`src/rtl/lscs_map.vh`:
```
// register map and field layout for the lane sync / compensation status bank
// included by the bank and its lane counter; definitions only
`ifndef LSCS_MAP_VH
`define LSCS_MAP_VH
`define LSCS_ADDR_W        5
`define LSCS_DATA_W        16
`define LSCS_LANES         4
`define LSCS_CNT_W         16
`define LSCS_ADDR_SYNC     5'h17
`define LSCS_ADDR_CTC      5'h18
`define LSCS_ADDR_ECTL     5'h19
`define LSCS_ADDR_CNT_A    5'h1a
`define LSCS_ADDR_CNT_B    5'h1b
`define LSCS_ADDR_CNT_C    5'h1c
`define LSCS_ADDR_CNT_D    5'h1d
`define LSCS_ALIGN_BIT     4
`define LSCS_PARALLEL_SYNC_PIN_BIT     4
`define LSCS_DROP_LSB      12
`define LSCS_INS_LSB       8
`define LSCS_OVF_LSB       4
`define LSCS_UNF_LSB       0
`define LSCS_SEL_RST       4'h0
`define LSCS_PARALLEL_SYNC_PIN_RST     1'b1
`define LSCS_ZERO16        16'h0000
`define LSCS_ZERO11        11'h000
`define LSCS_CNT_MAX       16'hffff
`define LSCS_CNT_ONE       16'h0001
`endif

```
`src/rtl/lscs_lane_cnt.v`:
```
// one lane's error counter: counts the source chosen by its select bit
// assumes error strobes are one-cycle pulses in the management clock domain
`timescale 1ns/1ps
`include "lscs_map.vh"
module lscs_lane_cnt (
  input  wire                     sys_clk_i,
  input  wire                     rst_n_i,
  input  wire                     disp_err_i,
  input  wire                     dec_err_i,
  input  wire                     sel_i,
  input  wire                     clr_i,
  output reg  [`LSCS_CNT_W-1:0]   count_o
);
  wire ev;
  reg  [`LSCS_CNT_W-1:0] next_count;

  assign ev = sel_i ? dec_err_i : disp_err_i;

  always @* begin
    next_count = count_o;
    if (clr_i) begin
      // an error in the read cycle starts the fresh count at one
      next_count = ev ? `LSCS_CNT_ONE : `LSCS_ZERO16;
    end else if (ev && count_o != `LSCS_CNT_MAX) begin
      next_count = count_o + `LSCS_CNT_ONE; // saturate rather than wrap
    end
  end

  always @(posedge sys_clk_i or negedge rst_n_i) begin
    if (!rst_n_i) begin
      count_o <= `LSCS_ZERO16;
    end else begin
      count_o <= next_count;
    end
  end
endmodule

```
`src/rtl/lscs_regs.v`:
```
// lane sync, clock compensation status and error counter control registers
// assumes a management access port already deframed, synchronous to sys_clk_i
`timescale 1ns/1ps
`include "lscs_map.vh"
// Contract
// - alignment flag bit 4 sets when all four lanes realign to K28.3.
// - per-lane receive FIFO collision bits 3..0 set on FIFO self reset.
// - all status bits hold until read and clear on that read.
// - bits 15:5 of sync status and counter control read zero.
// - idle-drop bits 15..12 set when a lane drops an idle column.
// - idle-insert bits 11..8 set when a lane inserts an idle column.
// - overflow bits 7..4 set when a lane's compensation FIFO overflows.
// - underflow bits 3..0 set when a lane's compensation FIFO underflows.
// - common receive clock when setting is 1 (default), else per-lane clocks.
// - effective common clock setting is register bit AND the pin.
// - counter select 0 picks disparity errors, 1 picks decode errors.
// - each lane count register returns selected count, clears on read.
module lscs_regs (
  input  wire                        sys_clk_i,
  input  wire                        nrst_i,
  input  wire [`LSCS_ADDR_W-1:0]     reg_addr_i,
  input  wire                        reg_rd_i,
  input  wire                        reg_wr_i,
  input  wire [`LSCS_DATA_W-1:0]     reg_wdata_i,
  output reg  [`LSCS_DATA_W-1:0]     reg_rdata_o,
  output reg                         reg_rvalid_o,
  input  wire                        align_done_i,
  input  wire [`LSCS_LANES-1:0]      rx_fifo_coll_i,
  input  wire [`LSCS_LANES-1:0]      idle_drop_i,
  input  wire [`LSCS_LANES-1:0]      idle_insert_i,
  input  wire [`LSCS_LANES-1:0]      ctc_overflow_i,
  input  wire [`LSCS_LANES-1:0]      ctc_underflow_i,
  input  wire [`LSCS_LANES-1:0]      disp_err_i,
  input  wire [`LSCS_LANES-1:0]      dec_err_i,
  input  wire                        parallel_sync_pin_i,
  output reg                         receive_common_clock_select_o
);
  reg                         rst_meta_n;
  reg                         rst_n;
  reg                         align_flag;
  reg  [`LSCS_LANES-1:0]      coll_flag;
  reg  [`LSCS_LANES-1:0]      drop_flag;
  reg  [`LSCS_LANES-1:0]      ins_flag;
  reg  [`LSCS_LANES-1:0]      ovf_flag;
  reg  [`LSCS_LANES-1:0]      unf_flag;
  reg                         parallel_sync_pin_ctl;
  reg  [`LSCS_LANES-1:0]      cnt_sel;
  reg  [`LSCS_DATA_W-1:0]     next_rdata;
  wire                        rd_sync;
  wire                        rd_ctc;
  wire                        wr_ectl;
  wire [`LSCS_LANES-1:0]      cnt_clr;
  wire [`LSCS_CNT_W-1:0]      lane_count [0:`LSCS_LANES-1];

  // release the asynchronous reset cleanly on the clock
  always @(posedge sys_clk_i or negedge nrst_i) begin
    if (!nrst_i) begin
      rst_meta_n <= 1'b0;
      rst_n      <= 1'b0;
    end else begin
      rst_meta_n <= 1'b1;
      rst_n      <= rst_meta_n;
    end
  end

  assign rd_sync = reg_rd_i && (reg_addr_i == `LSCS_ADDR_SYNC);
  assign rd_ctc  = reg_rd_i && (reg_addr_i == `LSCS_ADDR_CTC);
  assign wr_ectl = reg_wr_i && (reg_addr_i == `LSCS_ADDR_ECTL);

  // sticky flags: read clears, but a same-cycle event wins
  always @(posedge sys_clk_i or negedge rst_n) begin
    if (!rst_n) begin
      align_flag <= 1'b0;
      coll_flag  <= {`LSCS_LANES{1'b0}};
      drop_flag  <= {`LSCS_LANES{1'b0}};
      ins_flag   <= {`LSCS_LANES{1'b0}};
      ovf_flag   <= {`LSCS_LANES{1'b0}};
      unf_flag   <= {`LSCS_LANES{1'b0}};
    end else begin
      align_flag <= (align_flag & ~rd_sync) | align_done_i;
      coll_flag  <= (coll_flag & ~{`LSCS_LANES{rd_sync}}) | rx_fifo_coll_i;
      drop_flag  <= (drop_flag & ~{`LSCS_LANES{rd_ctc}}) | idle_drop_i;
      ins_flag   <= (ins_flag & ~{`LSCS_LANES{rd_ctc}}) | idle_insert_i;
      ovf_flag   <= (ovf_flag & ~{`LSCS_LANES{rd_ctc}}) | ctc_overflow_i;
      unf_flag   <= (unf_flag & ~{`LSCS_LANES{rd_ctc}}) | ctc_underflow_i;
    end
  end

  // writable control: only the five low bits exist
  always @(posedge sys_clk_i or negedge rst_n) begin
    if (!rst_n) begin
      parallel_sync_pin_ctl <= `LSCS_PARALLEL_SYNC_PIN_RST;
      cnt_sel   <= `LSCS_SEL_RST;
    end else if (wr_ectl) begin
      parallel_sync_pin_ctl <= reg_wdata_i[`LSCS_PARALLEL_SYNC_PIN_BIT];
      cnt_sel   <= reg_wdata_i[`LSCS_LANES-1:0];
    end
  end

  // the pin can only force per-lane clocking, never override a 0 bit
  always @(posedge sys_clk_i or negedge rst_n) begin
    if (!rst_n) begin
      receive_common_clock_select_o <= 1'b0;
    end else begin
      receive_common_clock_select_o <= parallel_sync_pin_ctl & parallel_sync_pin_i;
    end
  end

  genvar g;
  generate
    for (g = 0; g < `LSCS_LANES; g = g + 1) begin : lane
      // lane offset held at address width so the sum cannot widen
      localparam [`LSCS_ADDR_W-1:0] LANE_OFS = g;
      wire [`LSCS_ADDR_W-1:0] cnt_addr;
      assign cnt_addr   = `LSCS_ADDR_CNT_A + LANE_OFS;
      assign cnt_clr[g] = reg_rd_i && (reg_addr_i == cnt_addr);
      lscs_lane_cnt u_cnt (
        .sys_clk_i  (sys_clk_i),
        .rst_n_i    (rst_n),
        .disp_err_i (disp_err_i[g]),
        .dec_err_i  (dec_err_i[g]),
        .sel_i      (cnt_sel[g]),
        .clr_i      (cnt_clr[g]),
        .count_o    (lane_count[g])
      );
    end
  endgenerate

  always @* begin
    next_rdata = `LSCS_ZERO16;
    case (reg_addr_i)
      `LSCS_ADDR_SYNC: next_rdata = {`LSCS_ZERO11, align_flag, coll_flag};
      `LSCS_ADDR_CTC:  next_rdata = {drop_flag, ins_flag, ovf_flag, unf_flag};
      `LSCS_ADDR_ECTL: next_rdata = {`LSCS_ZERO11, parallel_sync_pin_ctl, cnt_sel};
      `LSCS_ADDR_CNT_A: next_rdata = lane_count[0];
      `LSCS_ADDR_CNT_B: next_rdata = lane_count[1];
      `LSCS_ADDR_CNT_C: next_rdata = lane_count[2];
      `LSCS_ADDR_CNT_D: next_rdata = lane_count[3];
      default:         next_rdata = `LSCS_ZERO16; // unmapped reads as zero
    endcase
  end

  // read data captured with the pre-clear value, shown one cycle later
  always @(posedge sys_clk_i or negedge rst_n) begin
    if (!rst_n) begin
      reg_rdata_o  <= `LSCS_ZERO16;
      reg_rvalid_o <= 1'b0;
    end else begin
      reg_rvalid_o <= reg_rd_i;
      if (reg_rd_i) begin
        reg_rdata_o <= next_rdata;
      end
    end
  end
endmodule

```
`config.mk`:
```
export PLATFORM = sky130hd
export DESIGN_NAME = lscs_regs
export DESIGN_NICKNAME = d
export VERILOG_FILES = /design/src/rtl/lscs_lane_cnt.v /design/src/rtl/lscs_regs.v
export VERILOG_INCLUDE_DIRS = /design/src /design/src/rtl
export SDC_FILE = /design/constraint.sdc
export NUM_CORES = 1
export LEC_CHECK = 0
export BUFFER_PORTS_ARGS = -buffer_cell sky130_fd_sc_hd__buf_4
export CAP_MARGIN = 20
export CORE_MARGIN = 3
export CORE_UTILIZATION = 30
export DETAILED_ROUTE_END_ITERATION = 8
export GPL_TIMING_DRIVEN = 0
export HOLD_SLACK_MARGIN = 0.02
export SLEW_MARGIN = 15
export SYNTH_ARGS = -nofsm -noshare
export SYNTH_HDL_FRONTEND = slang
export SYNTH_HIERARCHICAL = 1
export SYNTH_SLANG_ARGS = --single-unit
```
`constraint.sdc`:
```
create_clock -name sys_clk_i -period 4.5 [get_ports sys_clk_i]
set_clock_uncertainty 0.1 [all_clocks]
set_input_delay 0.675 -clock sys_clk_i [delete_from_list [all_inputs] [get_ports sys_clk_i]]
set_output_delay 0.675 -clock sys_clk_i [all_outputs]
set_load 0.005 [all_outputs]
```
Yosys cells after proc, flatten, opt, wreduce, memory -nomap -nowiden. Index checks and enable logic that the tools add are counted.

Input bits: 55. Output and inout bits: 18. Flip-flop bits (word level): 110. Word-level logic and storage cells: 80.

Equality and inequality tests: 11. $add $sub $neg: 4. Bitwise gates (word level): 16. Reduce and logical (&&, ||, !) cells: 15. Mux-type cells: 17.

Operators with widths (number): $mux 16 (8); $pmux 16 s7 (1); $add 16x1->16 const B (4); $ne 16x16->1 const B (4); $eq 5x5->1 const B (7); $and 4x4->4 (5); $or 4x4->4 (5); $logic_and 1x1->1 (11); $mux 1 (8); $not 4->4 (2); $reduce_bool 2->1 (4); $and 1x1->1 (2); $not 1->1 (1); $or 1x1->1 (1).

Depth between registers and ports, before layout.
Depth after elaboration: 5. Mapped depth: 9. Gate-level depth less buffers: 6.

Hierarchy. Netlist, hierarchy kept.

By module, submodules not included: lscs_lane_cnt (sequential area each 400.4 um2, instances 4, cells each 99, area each 1002.2 um2); lscs_regs (sequential area each 1152.4 um2, instances 1, cells each 222, area each 2391.0 um2).

Worst setup path before layout. Ideal clock, no wire load.

Kind: input to register. Start point: input reg_addr_i[2]. End point: register lane[0].u_cnt.count_o[4]. Cell stages on the path: 7. Library setup time: 0.138 ns. Required time: 4.262 ns. Data arrival time: 2.173 ns. Path slack: 2.089 ns. Path buffers: 4. Path through: buf_2 -> nand4b_1 -> buf_2 -> nor3b_1 -> buf_1 -> clkbuf_1 -> a211oi_1.

Word-level cells in the longest chain between the ends: 3. Elaborated cells between the ends (all ways): 4. Those cells by class: eq/ne: 1; mux: 1; reduce/logical: 2.

Ends and longest elaborated chain: start, declared (line lscs_regs.v:21) `` input wire [`LSCS_ADDR_W-1:0] reg_addr_i, ``; $eq 5x5->1 * (line lscs_regs.v:116) `assign cnt_clr[g] = reg_rd_i && (reg_addr_i == cnt_addr);`; $logic_and 1x1->1 * (line lscs_regs.v:116); net cnt_clr[0] (line lscs_regs.v:52) `` wire [`LSCS_LANES-1:0] cnt_clr; ``; $mux 16 or $reduce_bool 2->1 (tied branches); end signal, assigned (line lscs_lane_cnt.v:31) `` count_o <= `LSCS_ZERO16; ``; end signal, assigned (line lscs_lane_cnt.v:33) `count_o <= next_count;`; end, declared (line lscs_lane_cnt.v:12) `` output reg [`LSCS_CNT_W-1:0] count_o ``.

Mark *: on every way through the listed nets, which the timed path passes. The rest lies on a longest branch. A chain may end at the register's enable or synchronous reset.

Worst setup path after layout.
Start point: input reg_addr_i[2]. End point: register lane[0].u_cnt.count_o[12].

Same word-level chain as after synthesis.

==> impl_metrics.env <==
export IMPL_outcome="finished clean"
export IMPL_timing_rr_start="lane[1].u_cnt/count_o[0]"
export IMPL_fin_crit_sh=0.611
export IMPL_syn_inst=618
export IMPL_post_route_min_period_ns=2.75
export IMPL_finalSetupViolCount=0
export IMPL_grt_pass1_wl_um=28200
export IMPL_core_area_um2=20600
export IMPL_endpoint_kind="flop"
export IMPL_path_cells="buf_4 > buf_2 > nand4b_1 > buf_2 > nor3b_1 > buf_1 > clkbuf_1 > a21oi_1"
export IMPL_crit_type="input pin to flop"
export IMPL_io_pins=73
export IMPL_crit_path_start_kind="input pin"
export IMPL_relSlewSlack=0.600
export IMPL_grt_total_usage=0.150
export IMPL_critPathSlowestCell="clkbuf_1"
export IMPL_synth_main_ff_cell="dfrtp_1"
export IMPL_cts_num_sinks=110
export IMPL_hp_class="flop to async pin"
export IMPL_async_flop_share=1.00
export IMPL_setup_ws_ns=1.75
export IMPL_io_buffers=58
export IMPL_synth_edf_count=0
export IMPL_rsz0062_at_grt="false"
export IMPL_cts_buffers=9
export IMPL_setup_tns_ns=0
export IMPL_detailedPlace_worstSlack_ns=1.43
export IMPL_netlist_area_um2=6400
export IMPL_maxSlewViolCount=0
export IMPL_hold_viol_final=0
export IMPL_die_x_um=152
export IMPL_n_antenna_cell=0
export IMPL_die_area_um2=23100
export IMPL_ys_seq_elements=110
export IMPL_postRouteAntennaNets=0
export IMPL_drtPass1Iterations=5
export IMPL_p_leak_nw=3.05
export IMPL_layout_drive_gt1_share=0.206
export IMPL_vias=5277
export IMPL_critPathLaunch="reg_addr_i[2]"
export IMPL_root_buffer="clkbuf_16"
export IMPL_clockBufferDepth=2
export IMPL_wl_um=17500
export IMPL_path_clk_slew_ns=0.08
export IMPL_cap_violations=0
export IMPL_powerDensity_nw_per_um2=364
export IMPL_ys_warn_count=6
export IMPL_synth_area_per_cell_um2=10.4
export IMPL_whs_ns=0.140
export IMPL_crit_fanout=10
export IMPL_first_iter_violations=310
export IMPL_via_per_inst=5.47
export IMPL_gp_congestion=0.833
export IMPL_clock_latency_ns=0.36
export IMPL_slowest_delay_ns=0.46
export IMPL_rows=52
export IMPL_synth_cell_types=58
export IMPL_peakVddDrop_mv=0.193
export IMPL_cts_max_level=3
export IMPL_dp_hpwl_um=13300
export IMPL_worst_pin_slew_ns=0.600
export IMPL_die_y_um=152
export IMPL_cts_tree="yes"
export IMPL_fmax_mhz=364
export IMPL_gr_total_overflow=0
export IMPL_fin_util=0.366
export IMPL_drc_errors=0
export IMPL_synth_seq_area_share=0.430
export IMPL_arrival_ns=2.87
export IMPL_initial_core_util=0.310
export IMPL_syn_nets=677
export IMPL_wire_per_inst_um=18.2
export IMPL_cp_data_required_time_ns=4.62
export IMPL_grt_pass1_vias=5009
export IMPL_final_nets=749
export IMPL_grt_max_degree=45
export IMPL_synthToLayoutAreaGrowth_pct=18.0
export IMPL_critPathMostFrequentCell="buf_2"
export IMPL_antenna_found_initial=0
==> power by group <==
part / switching, W / total [W] / internal [W]
Sequential: 0.000213 / 0.00133 / 0.00112
Clock: 0.000406 / 0.000853 / 0.000446
Combinational: 0.000316 / 0.000569 / 0.000254
Total: 0.000935 / 0.00275 / 0.00182
==> repair_timing <==
| item | in CTS | in global routing |
|---|---|---|
| gates resized for setup | 0 | 0 |
| hold endpoints to repair | 2 | 0 |
| setup buffers | 0 | 0 |
| hold buffers | 1 | 0 |
==> metrics by stage <==
stage               power [W]  instance area [um^2]  std cells
global placement      0.00190                  7170        946
floorplan             0.00170                  6400        618
detailed placement    0.00192                  7230        948
global route          0.00290                  7550        965
finish                0.00275                  7550        965
CTS                   0.00277                  7550        965
==> area by class of cell <==
| class | count | area (um^2) |
|---|---|---|
| fillers | 2072 | 13100 |
| plain buffers | 28 | 196 |
| clock buffers | 9 | 225 |
| inverters | 33 | 124 |
| clock inverters | 7 | 86.3 |
| multi-input cells | 447 | 3330 |
| repair buffers | 61 | 500 |
| flip-flops and latches | 110 | 2760 |
| well taps | 270 | 338 |
==> cell usage in the layout (no fill, tap or decap), types with 5 or more instances in the layout <==
cell type,synthesis,final
a211oi_1,8,8
a21o_1,21,21
a21oi_1,51,51
and2_1,6,6
and4_1,8,8
buf_2,9,9
buf_4,2,60
clkbuf_1,8,8
clkbuf_16,0,9
dfrtp_1,109,108
inv_1,33,33
mux2_2,9,9
mux2i_1,36,36
nand2_1,29,29
nand3_1,16,16
nand3b_1,5,5
nand4_1,20,20
nand4_2,8,8
nor2_1,25,25
nor2b_1,8,8
nor3_1,16,16
o21ai_0,17,17
o22ai_1,30,30
o311ai_0,8,8
o31ai_1,20,20
or3_1,12,12
or4_1,20,20
==> worst max-delay path: cells and delay by family <==
family | cells | cell delay (ns)
buffers and inverters | 5 | 1.48
and+or+nand+nor | 2 | 0.60
AOI/OAI and AO/OA | 1 | 0.10
==> sequential cells by signal, indices dropped and copies added, names as in the netlist <==
name and flops:
cnt_sel 4, drop_flag 4, coll_flag 4, ovf_flag 4
lane.u_cnt/count_o 64, reg_rvalid_o 1, reg_rdata_o 16, receive_common_clock_select_o 1
unf_flag 4, parallel_sync_pin_ctl 1, ins_flag 4, rst_n 1
align_flag 1, rst_meta_n 1
==> Yosys cell counts (9+ instances only) <==
cell type	number	area share
or3_1	12	0.012
nand2_1	29	0.017
buf_2	9	0.0070
o21ai_0	17	0.013
o31ai_1	20	0.023
dfrtp_1	109	0.43
nor3_1	16	0.013
a21oi_1	51	0.040
nor2_1	25	0.015
or4_1	20	0.023
inv_1	33	0.019
a21o_1	21	0.025
mux2_2	9	0.016
mux2i_1	36	0.056
nand4_1	20	0.020
nand3_1	16	0.013
o22ai_1	30	0.029
==> final timing paths <==
kind                                              to  slack (ns)  cells past startpoint
min in group sys_clk_i                         rst_n        0.26                      0
min reg2reg                             drop_flag[0]        0.14                      0
min                                     drop_flag[0]        0.14                      0
max in group asynchronous             reg_rdata_o[3]        3.35                      2
max reg2reg                lane[1].u_cnt/count_o[15]        2.42                      5
max                        lane[0].u_cnt/count_o[12]        1.75                      8
==> metal layers <==
layer / vias up / GRT usage / share of wire
met5: - / 0 / 0
met4: 0 / 0.0244 / 0.011
met3: 12 / 0.0384 / 0.050
met2: 126 / 0.245 / 0.48
met1: 2596 / 0.207 / 0.46
li1: 2543 / - / -
==> cell families after synthesis <==
group,Yosys count,share of synthesized area
other,1,0.000586
adder cells (fa/ha/maj),4,0.00782
flip-flops,110,0.430
buffers and inverters,61,0.0500
AO/OA/AOI/OAI,175,0.176
AND/OR/NAND/NOR,214,0.246
multiplexers,53,0.0886
(Power assumes the default switching activity.)
